--- src/inc/wmes_pkg.sv ---
// package of offsets, field layouts, reset values and shared helpers for the wake mask block
package wmes_pkg;

    // latched source registers
    localparam logic [15:0] WMES_ADDR_SRC_ONE = 16'h7f2a;
    localparam logic [15:0] WMES_ADDR_SRC_TWO = 16'h7f2b;
    localparam logic [15:0] WMES_ADDR_SRC_FOUR = 16'h7f59;
    localparam logic [15:0] WMES_ADDR_SRC_FIVE = 16'h7f5e;
    localparam logic [15:0] WMES_ADDR_SRC_SIX = 16'h7f63;
    localparam logic [15:0] WMES_ADDR_SRC_SEVEN = 16'h7f64;
    localparam logic [15:0] WMES_ADDR_SRC_EIGHT = 16'h7f55;

    // mask, edge select and hibernation registers
    localparam logic [15:0] WMES_ADDR_MASK_ONE = 16'h7f2c;
    localparam logic [15:0] WMES_ADDR_MASK_TWO = 16'h7f2d;
    localparam logic [15:0] WMES_ADDR_MASK_EIGHT = 16'h7f56;
    localparam logic [15:0] WMES_ADDR_EDGE_G0_LOW = 16'h7f57;
    localparam logic [15:0] WMES_ADDR_MASK_FOUR = 16'h7f5a;
    localparam logic [15:0] WMES_ADDR_MASK_FIVE = 16'h7f5f;
    localparam logic [15:0] WMES_ADDR_MASK_SEVEN = 16'h7f65;
    localparam logic [15:0] WMES_ADDR_MASK_SIX = 16'h7f66;
    localparam logic [15:0] WMES_ADDR_HIB_COUNT = 16'h7ff3;

    localparam logic [7:0] WMES_REG_RESET = 8'h00;
    localparam logic [7:0] WMES_TWO_VALID = 8'h7f;
    localparam logic [7:0] WMES_SEVEN_VALID = 8'h07;

    // group two bit positions
    localparam int WMES_B2_RING = 6;
    localparam int WMES_B2_EVT_FOUR = 5;
    localparam int WMES_B2_EVT_TWO = 4;
    localparam int WMES_B2_EVT_THREE = 3;
    localparam int WMES_B2_HIB = 2;
    localparam int WMES_B2_ANY_KEY = 1;
    localparam int WMES_B2_GP_PIN = 0;

    // selectable sources: three groups of eight, first four edges programmable
    localparam int WMES_SEL_GROUPS = 3;
    localparam int WMES_SEL_PER_GROUP = 8;
    localparam int WMES_SEL_PROG = 4;

    // hibernation step: 30 s of the 32 kHz clock
    localparam int WMES_SLOW_CLK_HZ = 32768;
    localparam int WMES_HIB_STEP_SEC = 30;
    localparam int WMES_HIB_STEP_TICKS = WMES_SLOW_CLK_HZ * WMES_HIB_STEP_SEC;

    typedef enum logic [1:0] {
        WMES_EDGE_FALL = 2'b00,
        WMES_EDGE_RISE = 2'b01,
        WMES_EDGE_EITHER = 2'b10,
        WMES_EDGE_RSVD = 2'b11
    } wmes_edge_t;

    typedef enum logic {
        WMES_HIB_IDLE = 1'b0,
        WMES_HIB_RUN = 1'b1
    } wmes_hib_state_t;

    typedef struct packed {
        logic pm_control_two;
        logic pm_enable_two;
        logic pm_status_two;
        logic twowire_one;
        logic twowire_two;
        logic infrared_receive_wake;
        logic ext_event_one;
        logic clock_alarm_wake;
        logic serial_ring_indicate;
        logic ext_event_four;
        logic ext_event_two;
        logic ext_event_three;
        logic any_key_wake;
        logic general_wake_pin_n;
        logic floppy_on_parallel_wake;
        logic fan_tach_two;
        logic fan_tach_one;
        logic [7:0] legacy_pin_wake_bits;
    } wmes_fixed_src_t;

    // latched bit: set wins over a write-one clear in the same cycle
    function automatic logic [7:0] wmes_w1c(input logic [7:0] q, input logic [7:0] set,
                                           input logic clr_en, input logic [7:0] clr);
        wmes_w1c = (q & ~(clr_en ? clr : 8'h00)) | set;
    endfunction : wmes_w1c

    function automatic logic wmes_any_open(input logic [7:0] src, input logic [7:0] mask);
        wmes_any_open = |(src & ~mask);
    endfunction : wmes_any_open

endpackage : wmes_pkg

--- src/wmes_edge_detect.sv ---
// per-input edge detector with a two-bit edge select for each input
`timescale 1ns/100ps
`default_nettype none
module wmes_edge_detect
    import wmes_pkg::*;
#(
    parameter int N = 8
) (
    input wire logic clk,
    input wire logic reset,
    input wire logic [N-1:0] level_in,
    input wire logic [2*N-1:0] edge_sel,
    output logic [N-1:0] hit_q
);
    logic [N-1:0] prev_in_q;
    logic [N-1:0] prev_adj_q;
    logic [N-1:0] adj;
    logic [N-1:0] hit_d;
    logic primed_q;

    // the polarity-adjusted level makes a select change look like an edge, as on the real part
    always_comb begin
        for (int i = 0; i < N; i++) begin
            adj[i] = (wmes_edge_t'(edge_sel[2*i +: 2]) == WMES_EDGE_FALL) ? ~level_in[i]
                                                                         : level_in[i];
            case (wmes_edge_t'(edge_sel[2*i +: 2]))
                WMES_EDGE_FALL, WMES_EDGE_RISE: hit_d[i] = primed_q & adj[i] & ~prev_adj_q[i];
                WMES_EDGE_EITHER: hit_d[i] = primed_q & (level_in[i] ^ prev_in_q[i]);
                default: hit_d[i] = 1'b0;
            endcase
        end
    end

    // first cycle after reset only samples, so a high input is not taken as an edge
    always_ff @(posedge clk) begin
        if (reset) begin
            primed_q <= 1'b0;
            prev_in_q <= '0;
            prev_adj_q <= '0;
            hit_q <= '0;
        end else begin
            primed_q <= 1'b1;
            prev_in_q <= level_in;
            prev_adj_q <= adj;
            hit_q <= hit_d;
        end
    end

endmodule : wmes_edge_detect
`default_nettype wire

--- src/wmes_hib_timer.sv ---
// hibernation countdown: 8-bit down-counter stepped every 30 s of the 32 kHz clock
`timescale 1ns/100ps
`default_nettype none
module wmes_hib_timer
    import wmes_pkg::*;
#(
    parameter int STEP_TICKS = WMES_HIB_STEP_TICKS
) (
    input wire logic clk,
    input wire logic reset,
    input wire logic slow_clk_32k,
    input wire logic load,
    input wire logic [7:0] load_val,
    output logic [7:0] count_q,
    output logic expire_q
);
    wmes_hib_state_t state_q;
    logic slow_prev_q;
    logic [31:0] presc_q;
    logic slow_tick;
    logic step;

    assign slow_tick = slow_clk_32k & ~slow_prev_q;
    assign step = slow_tick && (presc_q == 32'(STEP_TICKS - 1));

    always_ff @(posedge clk) begin
        if (reset) begin
            slow_prev_q <= 1'b0;
        end else begin
            slow_prev_q <= slow_clk_32k;
        end
    end

    // prescaler restarts on every load so the first step is a full 30 s
    always_ff @(posedge clk) begin
        if (reset || load || state_q == WMES_HIB_IDLE) begin
            presc_q <= '0;
        end else if (slow_tick) begin
            presc_q <= step ? 32'h0 : presc_q + 32'h1;
        end
    end

    always_ff @(posedge clk) begin
        if (reset) begin
            state_q <= WMES_HIB_IDLE;
            count_q <= WMES_REG_RESET;
            expire_q <= 1'b0;
        end else begin
            expire_q <= 1'b0;
            case (state_q)
                WMES_HIB_IDLE: begin
                    if (load) begin
                        count_q <= load_val;
                        state_q <= (load_val != 8'h00) ? WMES_HIB_RUN : WMES_HIB_IDLE;
                    end
                end
                WMES_HIB_RUN: begin
                    if (load) begin
                        count_q <= load_val;
                        state_q <= (load_val != 8'h00) ? WMES_HIB_RUN : WMES_HIB_IDLE;
                    end else if (step) begin
                        count_q <= count_q - 8'h01;
                        if (count_q == 8'h01) begin
                            state_q <= WMES_HIB_IDLE;
                            expire_q <= 1'b1;
                        end
                    end
                end
                default: state_q <= WMES_HIB_IDLE;
            endcase
        end
    end

    chk_hib_holds_zero: assert property (@(posedge clk) disable iff (reset)
        (count_q == 8'h00 && !load) |=> (count_q == 8'h00 && !expire_q))
        else $error("hibernation count left zero without a load");

    chk_hib_load_start: assert property (@(posedge clk) disable iff (reset)
        (load && load_val != 8'h00) |=> (count_q == $past(load_val) && state_q == WMES_HIB_RUN))
        else $error("non-zero hibernation load did not start the count");

endmodule : wmes_hib_timer
`default_nettype wire

--- src/wmes_top.sv ---
// wake-up mask, edge select and hibernation timer block for the embedded controller
`timescale 1ns/100ps
`default_nettype none
module wmes_top
    import wmes_pkg::*;
#(
    parameter int HIB_STEP_TICKS = WMES_HIB_STEP_TICKS
) (
    input wire logic clk,
    input wire logic reset,
    input wire logic [15:0] cpu_addr,
    input wire logic cpu_wr,
    input wire logic cpu_rd,
    input wire logic [7:0] cpu_wdata,
    output logic [7:0] cpu_rdata,
    output logic cpu_rvalid,
    input wire logic slow_clk_32k,
    input wire wmes_fixed_src_t fixed_src,
    input wire logic [23:0] selectable_wake_src,
    output logic wake_irq,
    output logic ext_irq_line_a,
    output logic ext_irq_line_b,
    output logic ext_irq_line_c
);
    // mask registers, one per source register
    logic [7:0] mask_one_q;
    logic [7:0] mask_two_q;
    logic [7:0] mask_four_q;
    logic [7:0] mask_five_q;
    logic [7:0] mask_six_q;
    logic [7:0] mask_seven_q;
    logic [7:0] mask_eight_q;
    logic [7:0] edge_g0_low_q;

    // latched sources
    logic [7:0] src_one_q;
    logic [7:0] src_two_q;
    logic [7:0] src_four_q;
    logic [7:0] src_five_q;
    logic [7:0] src_six_q;
    logic [7:0] src_seven_q;
    logic [7:0] src_eight_q;

    logic [7:0] rdata_q;
    logic [7:0] rdata_d;
    logic rvalid_q;
    logic wake_irq_q;
    logic line_a_q;
    logic line_b_q;
    logic line_c_q;

    logic [7:0] hib_count;
    logic hib_expire;
    logic hib_load;
    logic [47:0] sel_edge_cfg;
    logic [23:0] sel_hit;
    logic [2:0] evt_hit;
    logic [7:0] set_one;
    logic [7:0] set_two;
    logic [7:0] set_seven;

    function automatic logic wr_at(input logic [15:0] a);
        wr_at = cpu_wr && (cpu_addr == a);
    endfunction : wr_at

    // mask register writes
    always_ff @(posedge clk) begin
        if (reset) begin
            mask_one_q <= WMES_REG_RESET;
            mask_two_q <= WMES_REG_RESET;
            mask_four_q <= WMES_REG_RESET;
            mask_five_q <= WMES_REG_RESET;
            mask_six_q <= WMES_REG_RESET;
            mask_seven_q <= WMES_REG_RESET;
            mask_eight_q <= WMES_REG_RESET;
        end else begin
            if (wr_at(WMES_ADDR_MASK_ONE)) mask_one_q <= cpu_wdata;
            if (wr_at(WMES_ADDR_MASK_TWO)) mask_two_q <= cpu_wdata & WMES_TWO_VALID;
            if (wr_at(WMES_ADDR_MASK_FOUR)) mask_four_q <= cpu_wdata;
            if (wr_at(WMES_ADDR_MASK_FIVE)) mask_five_q <= cpu_wdata;
            if (wr_at(WMES_ADDR_MASK_SIX)) mask_six_q <= cpu_wdata;
            if (wr_at(WMES_ADDR_MASK_SEVEN)) mask_seven_q <= cpu_wdata & WMES_SEVEN_VALID;
            if (wr_at(WMES_ADDR_MASK_EIGHT)) mask_eight_q <= cpu_wdata;
        end
    end

    // edge select for selectable sources 0 to 3
    always_ff @(posedge clk) begin
        if (reset) begin
            edge_g0_low_q <= WMES_REG_RESET;
        end else if (wr_at(WMES_ADDR_EDGE_G0_LOW)) begin
            edge_g0_low_q <= cpu_wdata;
        end
    end

    // sources without a select register here keep the reset choice, falling edge
    always_comb begin
        sel_edge_cfg = '0;
        sel_edge_cfg[2*WMES_SEL_PROG-1:0] = edge_g0_low_q;
    end

    wmes_edge_detect #(
        .N(WMES_SEL_GROUPS * WMES_SEL_PER_GROUP)
    ) u_sel_edges (
        .clk(clk),
        .reset(reset),
        .level_in(selectable_wake_src),
        .edge_sel(sel_edge_cfg),
        .hit_q(sel_hit)
    );

    // external events two to four latch on either transition
    wmes_edge_detect #(
        .N(3)
    ) u_evt_edges (
        .clk(clk),
        .reset(reset),
        .level_in({fixed_src.ext_event_four, fixed_src.ext_event_two, fixed_src.ext_event_three}),
        .edge_sel({3{WMES_EDGE_EITHER}}),
        .hit_q(evt_hit)
    );

    // spelled out: a continuous assign would not see the bus signals read inside wr_at
    assign hib_load = cpu_wr && (cpu_addr == WMES_ADDR_HIB_COUNT);

    wmes_hib_timer #(
        .STEP_TICKS(HIB_STEP_TICKS)
    ) u_hib (
        .clk(clk),
        .reset(reset),
        .slow_clk_32k(slow_clk_32k),
        .load(hib_load),
        .load_val(cpu_wdata),
        .count_q(hib_count),
        .expire_q(hib_expire)
    );

    // level sources set their bit every cycle they are asserted
    assign set_one = {fixed_src.pm_control_two, fixed_src.pm_enable_two, fixed_src.pm_status_two,
                      fixed_src.twowire_one, fixed_src.twowire_two,
                      fixed_src.infrared_receive_wake, fixed_src.ext_event_one,
                      fixed_src.clock_alarm_wake};

    always_comb begin
        set_two = 8'h00;
        set_two[WMES_B2_RING] = fixed_src.serial_ring_indicate;
        set_two[WMES_B2_EVT_FOUR] = evt_hit[2];
        set_two[WMES_B2_EVT_TWO] = evt_hit[1];
        set_two[WMES_B2_EVT_THREE] = evt_hit[0];
        set_two[WMES_B2_HIB] = hib_expire;
        set_two[WMES_B2_ANY_KEY] = fixed_src.any_key_wake;
        set_two[WMES_B2_GP_PIN] = ~fixed_src.general_wake_pin_n;
    end

    assign set_seven = {5'h00, fixed_src.floppy_on_parallel_wake, fixed_src.fan_tach_two,
                        fixed_src.fan_tach_one};

    // latching ignores the masks, so masked events stay visible
    always_ff @(posedge clk) begin
        if (reset) begin
            src_one_q <= WMES_REG_RESET;
            src_two_q <= WMES_REG_RESET;
            src_four_q <= WMES_REG_RESET;
            src_five_q <= WMES_REG_RESET;
            src_six_q <= WMES_REG_RESET;
            src_seven_q <= WMES_REG_RESET;
            src_eight_q <= WMES_REG_RESET;
        end else begin
            src_one_q <= wmes_w1c(src_one_q, set_one,
                                  wr_at(WMES_ADDR_SRC_ONE), cpu_wdata);
            src_two_q <= wmes_w1c(src_two_q, set_two,
                                  wr_at(WMES_ADDR_SRC_TWO), cpu_wdata);
            src_four_q <= wmes_w1c(src_four_q, sel_hit[7:0],
                                   wr_at(WMES_ADDR_SRC_FOUR), cpu_wdata);
            src_five_q <= wmes_w1c(src_five_q, sel_hit[15:8],
                                   wr_at(WMES_ADDR_SRC_FIVE), cpu_wdata);
            src_six_q <= wmes_w1c(src_six_q, sel_hit[23:16],
                                  wr_at(WMES_ADDR_SRC_SIX), cpu_wdata);
            src_seven_q <= wmes_w1c(src_seven_q, set_seven,
                                    wr_at(WMES_ADDR_SRC_SEVEN), cpu_wdata);
            src_eight_q <= wmes_w1c(src_eight_q, fixed_src.legacy_pin_wake_bits,
                                    wr_at(WMES_ADDR_SRC_EIGHT), cpu_wdata);
        end
    end

    // interrupt outputs, registered to keep them glitch-free toward the core
    always_ff @(posedge clk) begin
        if (reset) begin
            wake_irq_q <= 1'b0;
            line_a_q <= 1'b0;
            line_b_q <= 1'b0;
            line_c_q <= 1'b0;
        end else begin
            wake_irq_q <= wmes_any_open(src_one_q, mask_one_q)
                        | wmes_any_open(src_two_q, mask_two_q)
                        | wmes_any_open(src_seven_q, mask_seven_q)
                        | wmes_any_open(src_eight_q, mask_eight_q);
            line_a_q <= wmes_any_open(src_four_q, mask_four_q);
            line_b_q <= wmes_any_open(src_five_q, mask_five_q);
            line_c_q <= wmes_any_open(src_six_q, mask_six_q);
        end
    end

    // read decode; unmapped addresses read zero
    always_comb begin
        case (cpu_addr)
            WMES_ADDR_MASK_ONE: rdata_d = mask_one_q;
            WMES_ADDR_MASK_TWO: rdata_d = mask_two_q & WMES_TWO_VALID;
            WMES_ADDR_MASK_FOUR: rdata_d = mask_four_q;
            WMES_ADDR_MASK_FIVE: rdata_d = mask_five_q;
            WMES_ADDR_MASK_SIX: rdata_d = mask_six_q;
            WMES_ADDR_MASK_SEVEN: rdata_d = mask_seven_q & WMES_SEVEN_VALID;
            WMES_ADDR_MASK_EIGHT: rdata_d = mask_eight_q;
            WMES_ADDR_EDGE_G0_LOW: rdata_d = edge_g0_low_q;
            WMES_ADDR_HIB_COUNT: rdata_d = hib_count;
            WMES_ADDR_SRC_ONE: rdata_d = src_one_q;
            WMES_ADDR_SRC_TWO: rdata_d = src_two_q & WMES_TWO_VALID;
            WMES_ADDR_SRC_FOUR: rdata_d = src_four_q;
            WMES_ADDR_SRC_FIVE: rdata_d = src_five_q;
            WMES_ADDR_SRC_SIX: rdata_d = src_six_q;
            WMES_ADDR_SRC_SEVEN: rdata_d = src_seven_q & WMES_SEVEN_VALID;
            WMES_ADDR_SRC_EIGHT: rdata_d = src_eight_q;
            default: rdata_d = 8'h00;
        endcase
    end

    always_ff @(posedge clk) begin
        if (reset) begin
            rdata_q <= 8'h00;
            rvalid_q <= 1'b0;
        end else begin
            rvalid_q <= cpu_rd;
            if (cpu_rd) rdata_q <= rdata_d;
        end
    end

    assign cpu_rdata = rdata_q;
    assign cpu_rvalid = rvalid_q;
    assign wake_irq = wake_irq_q;
    assign ext_irq_line_a = line_a_q;
    assign ext_irq_line_b = line_b_q;
    assign ext_irq_line_c = line_c_q;

    chk_mask_blocks_line: assert property (@(posedge clk) disable iff (reset)
        (mask_four_q == 8'hff) |=> !ext_irq_line_a)
        else $error("fully masked group still raised line a");

    chk_open_source_line: assert property (@(posedge clk) disable iff (reset)
        (src_six_q[7] && !mask_six_q[7]) |=> ext_irq_line_c)
        else $error("unmasked latched source did not raise line c");

    chk_masked_still_latched: assert property (@(posedge clk) disable iff (reset)
        (src_four_q[7] && !(cpu_wr && cpu_addr == WMES_ADDR_SRC_FOUR)) |=> src_four_q[7])
        else $error("latched source bit lost without a clear");

    chk_w1c_clears_bit: assert property (@(posedge clk) disable iff (reset)
        (cpu_wr && cpu_addr == WMES_ADDR_SRC_FIVE && cpu_wdata[7] && !sel_hit[15])
        |=> !src_five_q[7])
        else $error("write of one did not clear the source bit");

    chk_set_beats_clear: assert property (@(posedge clk) disable iff (reset)
        (cpu_wr && cpu_addr == WMES_ADDR_SRC_FOUR && cpu_wdata[1] && sel_hit[1])
        |=> src_four_q[1])
        else $error("event lost when cleared in the same cycle");

    chk_mask_two_rsvd: assert property (@(posedge clk) disable iff (reset)
        cpu_rvalid && $past(cpu_addr) == WMES_ADDR_MASK_TWO |-> !cpu_rdata[7])
        else $error("reserved mask two bit read as one");

    chk_masks_reset: assert property (@(posedge clk)
        $past(reset) |-> (mask_one_q == 8'h00 && mask_six_q == 8'h00 && mask_seven_q == 8'h00))
        else $error("mask registers not cleared by reset");

    chk_hib_wakes: assert property (@(posedge clk) disable iff (reset)
        (hib_expire && !mask_two_q[WMES_B2_HIB]) |=> src_two_q[WMES_B2_HIB] ##1 wake_irq)
        else $error("hibernation expiry did not raise a wake");

    chk_rd_mask_one: assert property (@(posedge clk) disable iff (reset)
        (cpu_rd && cpu_addr == WMES_ADDR_MASK_ONE)
        |=> (cpu_rvalid && cpu_rdata == $past(mask_one_q)))
        else $error("mask one read returned a wrong value");

    chk_line_b_masked: assert property (@(posedge clk) disable iff (reset)
        (mask_five_q == 8'hff) [*2] |-> !ext_irq_line_b)
        else $error("fully masked group still raised line b");

endmodule : wmes_top
`default_nettype wire

--- config.mk ---
export PLATFORM = sky130hd
export DESIGN_NAME = wmes_top
export DESIGN_NICKNAME = d
export VERILOG_FILES = /design/src/inc/wmes_pkg.sv /design/src/wmes_edge_detect.sv /design/src/wmes_hib_timer.sv /design/src/wmes_top.sv
export SDC_FILE = /design/constraint.sdc
export NUM_CORES = 1
export LEC_CHECK = 0
export BUFFER_PORTS_ARGS = -buffer_cell sky130_fd_sc_hd__buf_2
export CAP_MARGIN = 15
export CORE_UTILIZATION = 55
export CTS_CLUSTER_DIAMETER = 200
export DETAILED_ROUTE_END_ITERATION = 8
export HOLD_SLACK_MARGIN = 0.15
export PLACE_DENSITY_LB_ADDON = 0.25
export SETUP_SLACK_MARGIN = 0.02
export SLEW_MARGIN = 30
export SYNTH_ARGS = -nofsm -noshare
export SYNTH_HDL_FRONTEND = slang
export SYNTH_SLANG_ARGS = --single-unit
--- constraint.sdc ---
create_clock -name clk -period 3.8 [get_ports clk]
set_input_delay 0.76 -clock clk [delete_from_list [all_inputs] [get_ports clk]]
set_output_delay 0.76 -clock clk [all_outputs]
set_load 0.02 [all_outputs]
Word level (Yosys, flattened, before mapping)
Index checks and enable logic that the tools add are counted.
Widths: inputs -> output; s select.
{ "word_totals": {"rom_bits": 0, "ram_bits": 0, "elab_cells": 281, "regBits": 229, "mem_count": 0, "out_inout_bits": 13, "input_bits": 78, "latch_bits": 0} }
{ "op_classes": {"mux": 29, "div_mod_pow": 0, "shift": 0, "reduce_logical": 37, "n_bitwise": 153, "multipliers": 0, "addsub": 2, "n_eq_ne": 28, "magnitude_cmp": 0} }
{ "ops": {"columns": ["op", "n"], "rows": [
  ["$eq 16x15->1 const B", 16],
  ["$pmux 8 s16", 1],
  ["$and 8x8->8", 14],
  ["$not 8->8", 12],
  ["$mux 8", 10],
  ["$and 1x1->1", 56],
  ["$reduce_or 8->1", 7],
  ["$not 1->1", 52],
  ["$or 8x8->8", 5],
  ["$add 32x1->32 const B", 1],
  ["$eq 32x20->1 const B", 1],
  ["$mux 32", 1],
  ["$logic_and 1x1->1", 17],
  ["$pmux 8 s2", 1],
  ["$mux 1", 11],
  ["$pmux 1 s2", 5],
  ["$eq 2x1->1 const B", 4],
  ["$eq 2x2->1 const B", 4],
  ["$eq 8x1->1 const B", 1],
  ["$logic_not 2->1", 4],
  ["$not 3->8", 1],
  ["$not 7->8", 1],
  ["$or 8x3->8", 1],
  ["$or 8x7->8", 1],
  ["other kinds (10)", 22]
]} }

Depth between registers and ports, before layout
Gate-level depths: netlist of run 1.
{ "depth": {"ltp_word": 6, "ltp_mapped": 9, "ltp_nobuf": 6} }

Hierarchy
Synthesis of run 1 repeated with hierarchy kept, for this count alone.
{ "hier_totals": {"hier_cells": 1402, "hier_area_um2": 11743.8} }
{ "by_module_without_submodules": {"columns": ["mod", "seq_area_each_um2", "area_each_um2", "cells_per_inst", "n_inst"], "rows": [
  ["wmes_top", 2542.4, 5939.4, 749, 1],
  ["wmes_edge_detect at u_sel_edges", 1461.4, 3230.6, 346, 1],
  ["wmes_hib_timer", 860.8, 2170.8, 262, 1],
  ["wmes_edge_detect at u_evt_edges", 200.2, 402.9, 45, 1]
]} }

Least setup slack after synthesis of run 1
Ideal clock, no wire load.
{ "synth_timing": {"path_type": "input-to-reg", "from": "input cpu_addr[10]", "to": "register rdata_q[7], in the netlist cpu_rdata[7]", "path_buffers": 2, "t_arrival_ns": 2.461, "path_stages": 8, "required_time_ns": 3.683, "setup_slack_ns": 1.222, "setup_ns": 0.117, "path_cell_list": "nand4_1 -> clkbuf_1 -> buf_1 -> nor3_1 -> a22o_1 -> a221oi_1 -> nand3_1 -> a32o_1"} }
{ "synth_via": {"elab_chain_len": 2, "elab_cells_between_ends": 17, "classes_between": "eq/ne (16); mux (1)"} }
{ "synth_rtl": {"columns": ["item", "line", "source"], "rows": [
  ["start, declared", "wmes_top.sv:11", "input wire logic [15:0] cpu_addr,"],
  ["$eq 16x15->1", "wmes_top.sv:206", "case (cpu_addr)"],
  ["$pmux 8 s16 *", "wmes_top.sv:206", null],
  ["end signal, assigned", "wmes_top.sv:233", "if (cpu_rd) rdata_q <= rdata_d;"],
  ["end, declared", "wmes_top.sv:44", "logic [7:0] rdata_q;"]
]} }
Every way passes the cells marked *; elsewhere a longest branch is shown, timed or not.
A chain may end at the register's enable or synchronous reset.

Final worst setup path of run 1
{ "layout_timing": {"from": "input cpu_addr[1]", "to": "register rdata_q[2], in the netlist cpu_rdata[2]"} }
Same word-level chain as after synthesis.

==> results of run 1 <==
[power groups by stage]
stage          Combinational, mW  Sequential, mW  Clock (mW)
2_1_floorplan              0.171            2.55           0
3_5_place_dp               0.290            2.57           0
6_report                   0.299            2.52        2.37
4_1_cts                    0.292            2.51        2.38
3_3_place_gp               0.286            2.56           0
5_1_grt                    0.324            2.52        2.48
[metal layers]
metal | GRT usage (%) | vias to the layer above | wire [um]
met5 | 0 | - | 0
met3 | 7.46 | 89 | 3610
met1 | 49.0 | 4353 | 13600
met4 | 14.3 | 0 | 1290
li1 | - | 4335 | -
met2 | 49.5 | 518 | 12900
[cell usage in the layout (no fill, tap or decap), types with 7 or more instances in the layout]
cell type	Yosys	layout
a211oi_1	11	11
a21oi_1	119	119
a221oi_1	12	12
a222oi_1	16	16
a22o_1	12	12
a22oi_1	8	8
and4_1	8	8
buf_2	7	89
buf_4	3	27
clkbuf_16	0	24
clkinv_2	0	7
dfxtp_1	229	229
inv_1	57	57
mux2i_1	15	15
nand2_1	175	175
nand3_1	31	31
nand4_1	14	14
nor2_1	172	172
nor2b_1	12	12
nor3_1	40	40
nor4_1	24	24
nor4_2	7	7
o21ai_0	11	11
o22ai_1	17	17
or3_1	7	7
xnor2_1	20	20
xor2_1	23	23
[final timing paths]
check / startpoint / end / slack (ps)
max: cpu_addr[1] / cpu_rdata[2] / 1110
min: selectable_wake_src[4] / u_sel_edges.prev_adj_q[4] / 380
max reg2reg: u_hib.presc_q[7] / u_hib.count_q[4] / 1340
min reg2reg: u_sel_edges.prev_adj_q[5] / u_sel_edges.hit_q[5] / 390
[final cells by class]
class,count,share of cell area (%)
tap,225,2.49
sequential,229,40.5
clock inverter,13,1.19
timing repair buffer,116,5.72
clock buffer,31,6.07
multi-input combinational,842,42.1
inverter,58,1.92
[per-stage QoR]
step / instances / cell area [um2] / worst slack [ps] / hold slack [ps] / total power, mW
after floorplan: 1199 / 9850 / 1220 / 373 / 2.72
after global placement: 1470 / 10500 / 660 / 375 / 2.85
after detailed placement: 1470 / 10500 / 622 / 379 / 2.86
after CTS: 1514 / 11300 / 1180 / 373 / 5.19
after global routing: 1514 / 11300 / 996 / 373 / 5.32
final: 1514 / 11300 / 1110 / 380 / 5.18
[worst max-delay path, cell delays in order]
cell       delay [ps]
buf_2             310
nand4bb_1         450
nor4_4            890
a221oi_1          300
and4_1            240
a211oi_1          170
[logic make-up (layout without fill, tap and decap cells)]
kind of cell / after synthesis / in the layout
AOI/OAI and AO/OA: 229 / 229
xor gates and xnor gates: 43 / 43
adders and majority gates: 3 / 3
buffers and inverters: 128 / 218
DFF: 229 / 229
muxes: 17 / 17
and+or+nand+nor: 550 / 550
==> results.py, run 1 <==
metrics = {
    "status": {
        "status": "finished clean",
    },
    "yosys": {
        "synth.avg_cell_area_um2": 8.22,
        "post_synth_and_or_nand_nor_area_fraction_pct": 27.6,
        "syn_nets": 1280,
        "synth_top_family_by_area": "simple AND/OR/NAND/NOR gates",
        "synthMuxAreaShare_pct": 1.75,
        "synth_compound_gate_area_share_pct": 14.9,
        "synth_xor_area_share_pct": 3.82,
        "syn_area_um2": 9850,
        "synth_edf_count": 0,
        "synth_top_area_share_pct": 46.5,
        "ys_seq_elements": 229,
        "yosysUniqueCellTypes": 65,
        "yosysTopAreaCell": "dfxtp_1",
        "synth-async-reset-ratio_pct": 0,
        "syn_inst": 1199,
        "yosys.area_share.adder_pct": 0.381,
        "yosysMostFrequentCell": "dfxtp_1",
        "synth_ff_type": "dfxtp_1",
        "synth.area.top_cells": "dfxtp_1 47%, nand2_1 6.7%, nor2_1 6.6%",
        "seq_area_frac_synth_pct": 46.5,
        "synthTopCellsByCount": "229 x dfxtp_1, 175 x nand2_1, 172 x nor2_1",
        "yosysWarnings": 0,
    },
    "timing": {
        "skew_ps": 16.8,
        "tightestPinTransition_ps": 905,
        "fmax_mhz": 372,
        "hold_viol": 0,
        "slew_headroom_pct": 39.2,
        "rsz0062_at_grt": "false",
        "finalMaxSlewViolations": 0,
        "tns_ps": 0,
        "fin_crit_sh_pct": 70.7,
        "fin_crit_ps": 2690,
        "final-setup-viol-count": 0,
    },
    "pwr": {
        "combinationalPowerShare_pct": 5.8,
        "intPower_mw": 3.93,
        "switching_share_pct": 24.1,
        "total_leakage_power_nw": 3.99,
        "power.density_nw_per_um2": 458,
        "p_clk_share_pct": 45.7,
        "p_switching_mw": 1.25,
        "vdd_drop_max_mv": 0.405,
        "seq_power_share_pct": 48.5,
    },
    "clock_network": {
        "numCtsBuffers": 24,
        "cts_resized": 0,
        "clockBufferDepth": 3,
        "htree_num_levels": 1,
        "clock-sinks": 229,
        "clkTransAtPathRegs_ps": 60,
        "cts_root_buffer": "clkbuf_16",
        "post-cts-setup-buffers": 0,
        "holdBufCountCts": 0,
        "cts_tree": "done",
        "clk_latency_ps": 540,
    },
    "routing": {
        "first_iter_violations": 1193,
        "drt_wl_total_mm": 31.4,
        "vias_per_cell": 6.14,
        "antenna_left": 0,
        "drcViolationCount": 0,
        "wire_per_inst_um": 20.7,
        "dr_total_vias": 9295,
        "drt_first_pass_iters": 9,
    },
    "floorplanning": {
        "chipWidth_um": 136,
        "rows": 48,
        "fp.dieH_um": 136,
        "die-area_um2": 18500,
        "coreArea_um2": 17400,
        "initial_core_util_pct": 56.6,
        "io_pins": 91,
    },
    "placed_design": {
        "dp_hpwl_mm": 22.1,
        "io_buffer_count": 90,
        "gp_congestion": 1.04,
    },
    "critical_path": {
        "cp.required_ps": 4250,
        "worst_setup_path_end_kind": "flip-flop",
        "cp_data_arrival_time_ps": 3140,
        "start_kind": "input port",
        "rr_worst_depth": 6,
        "cp_max_fo": 21,
        "critPathKind": "in2reg",
    },
    "grt": {
        "gr-total-overflow": 0,
        "grt_max_degree": 83,
        "grt_pass1_wl_mm": 48.0,
        "grt_use_total_pct": 34.3,
        "antenna_found_initial": 0,
        "grt_pass1_vias": 8425,
    },
    "final_layout": {
        "syn_to_final_growth_pct": 14.9,
        "antenna_cells": 0,
        "top_regs": "u_hib.presc_q: 32 flops, u_sel_edges.hit_q: 24 flops, u_sel_edges.prev_adj_q: 24 flops",
        "nets": 1352,
        "layout.area.seq_um2": 4580,
        "layout-drive-gt1-share_pct": 14.7,
        "largest_register_ffs": 32,
        "multiInputGateArea_um2": 4770,
        "largest-register": "u_hib.presc_q",
        "fillers": 1495,
        "final_core_util_pct": 65.0,
    },
    "hold_path": {
        "min_path_type": "in2reg",
        "min_path_cells": 2,
    },
    "run": {
        "drv_cap": 0,
    },
}
Power figures use the tool's default switching activity.
==> run 2, diff against run 1 <==
clock period = 2.7 ns   (was 3.8 ns; I/O delays follow)
==> run 2 against run 1 <==
Net effect:
- register-to-register slack worse by 1000 ps
- sequential cell count stayed put
- count of clock-buffer cells in the layout is 1 higher
- combinational power is 47% higher
- utilization is 2.0 points higher
- cell area is 3.1% higher
- global-route usage is 0.92 points higher
- sequential share of layout area is 1.2 points lower
- worst setup slack worse by 800 ps
- largest power group unchanged
==> results.py, run 2 (same netlist as run 1, synthesis figures left out) <==
metrics = {
    "floorplanning": {
        "io_pins": 91,
        "initial_core_util_pct": 56.6,
        "coreArea_um2": 17400,
        "chipWidth_um": 136,
        "rows": 48,
        "die-area_um2": 18500,
        "fp.dieH_um": 136,
    },
    "routing": {
        "drt_first_pass_iters": 5,
        "drcViolationCount": 0,
        "drt_wl_total_mm": 32.6,
        "antenna_left": 0,
        "vias_per_cell": 6.09,
        "wire_per_inst_um": 21.0,
        "dr_total_vias": 9439,
        "first_iter_violations": 984,
    },
    "clock_network": {
        "cts_root_buffer": "clkbuf_16",
        "htree_num_levels": 1,
        "cts_tree": "done",
        "holdBufCountCts": 0,
        "clk_latency_ps": 530,
        "clockBufferDepth": 3,
        "numCtsBuffers": 25,
        "post-cts-setup-buffers": 0,
        "clkTransAtPathRegs_ps": 60,
        "clock-sinks": 229,
        "cts_resized": 0,
    },
    "placed_design": {
        "gp_congestion": 0.981,
        "dp_hpwl_mm": 22.8,
        "io_buffer_count": 90,
    },
    "critical_path": {
        "cp.required_ps": 3160,
        "path_cells": "nand4_4 > or4_4 > nor4_4 > nand4_1 > xor2_1 > a211oi_2",
        "worst_setup_path_end_kind": "flip-flop",
        "critPathTopFamily": "simple AND/OR/NAND/NOR gates",
        "worst-path-buf-inv": 0,
        "max_stage_delay_ps": 610,
        "critPathKind": "reg2reg",
        "path_depth": 6,
        "cp_data_arrival_time_ps": 2840,
        "cp_max_fo": 10,
        "rr_worst_depth": 6,
        "crit_slowest_cell": "or4_4",
        "start_kind": "flip-flop",
    },
    "timing": {
        "slew_headroom_pct": 48.6,
        "final-setup-viol-count": 0,
        "finalMaxSlewViolations": 0,
        "fin_crit_sh_pct": 88.4,
        "skew_ps": 6.50,
        "tightestPinTransition_ps": 771,
        "tns_ps": 0,
        "fmax_mhz": 419,
        "hold_viol": 0,
        "fin_crit_ps": 2390,
        "rsz0062_at_grt": "false",
    },
    "final_layout": {
        "nets": 1387,
        "fillers": 1465,
        "top_regs": "u_hib.presc_q: 32 flops, u_sel_edges.hit_q: 24 flops, u_sel_edges.prev_adj_q: 24 flops",
        "final_core_util_pct": 67.0,
        "layout-drive-gt1-share_pct": 16.7,
        "largest-register": "u_hib.presc_q",
        "antenna_cells": 0,
        "largest_register_ffs": 32,
        "layout_common_cells": "229 x dfxtp_1, 175 x nand2_1, 172 x nor2_1",
        "syn_to_final_growth_pct": 18.4,
        "final_common_cell": "dfxtp_1",
    },
    "grt": {
        "gr-total-overflow": 0,
        "antenna_found_initial": 0,
        "grt_max_degree": 156,
        "grt_use_total_pct": 35.2,
        "grt_pass1_wl_mm": 48.7,
        "grt_pass1_vias": 8464,
    },
    "pwr": {
        "vdd_drop_max_mv": 0.652,
        "total_leakage_power_nw": 4.19,
        "power.density_nw_per_um2": 644,
        "p_total_mw": 7.51,
    },
    "status": {
        "status": "finished clean",
    },
    "hold_path": {
        "min_path_cells": 2,
        "min_path_type": "in2reg",
    },
    "run": {
        "drv_cap": 0,
    },
}
==> run 2: cell types whose count changed in the layout (fill, tap and decap cells not counted), moves of 2 or more <==
| cell | previous run | this run |
|---|---|---|
| clkinv_2 | 7 | 5 |
| buf_12 | 0 | 4 |
| bufinv_16 | 1 | 3 |
| dlygate4sd3_1 | 0 | 2 |
| clkbuf_8 | 6 | 3 |
| clkinv_4 | 1 | 3 |
| buf_4 | 27 | 55 |
| clkbuf_1 | 1 | 4 |
==> run 2: area by class of cell <==
| cell class | instances | area [um2] | area share [%] |
|---|---|---|---|
| tap | 225 | 282 | 2.41 |
| multi-input combinational | 842 | 4770 | 40.9 |
| inverter | 58 | 218 | 1.87 |
| clock inverter | 14 | 176 | 1.51 |
| timing repair buffer | 150 | 958 | 8.21 |
| clock buffer | 32 | 682 | 5.84 |
| sequential | 229 | 4580 | 39.3 |
==> run 2: path summary, 6_finish.rpt <==
| path | from | to | slack, ps |
|---|---|---|---|
| setup / recovery | u_hib.presc_q[6] | u_hib.count_q[6] | 310 |
| hold / removal | selectable_wake_src[16] | u_sel_edges.prev_adj_q[16] | 170 |
| setup reg to reg | u_hib.presc_q[6] | u_hib.count_q[6] | 310 |
| hold reg to reg | u_sel_edges.prev_adj_q[6] | u_sel_edges.hit_q[6] | 390 |
==> run 2: power by group <==
part | internal, mW | switching, mW
Sequential | 3.47 | 0.0705
Combinational | 0.160 | 0.281
Clock | 2.09 | 1.44
==> run 2: per-layer routing <==
metal,track usage (%),up-vias,part of all wire [%]
li1,-,4401,-
met1,50.9,4431,44
met2,51.2,532,42
met3,7.87,75,11
met4,12.0,0,3.2
met5,0,-,0
==> run 2: through the flow <==
step / hold WS, ps / std cells / area, um2 / setup slack [ps]
final: 170 / 1550 / 11700 / 314
after global routing: 155 / 1550 / 11700 / 131
after CTS: 152 / 1548 / 11600 / 323
after detailed placement: 379 / 1502 / 10800 / 100
after global placement: 376 / 1502 / 10800 / 113
after floorplan: 373 / 1199 / 9850 / 342
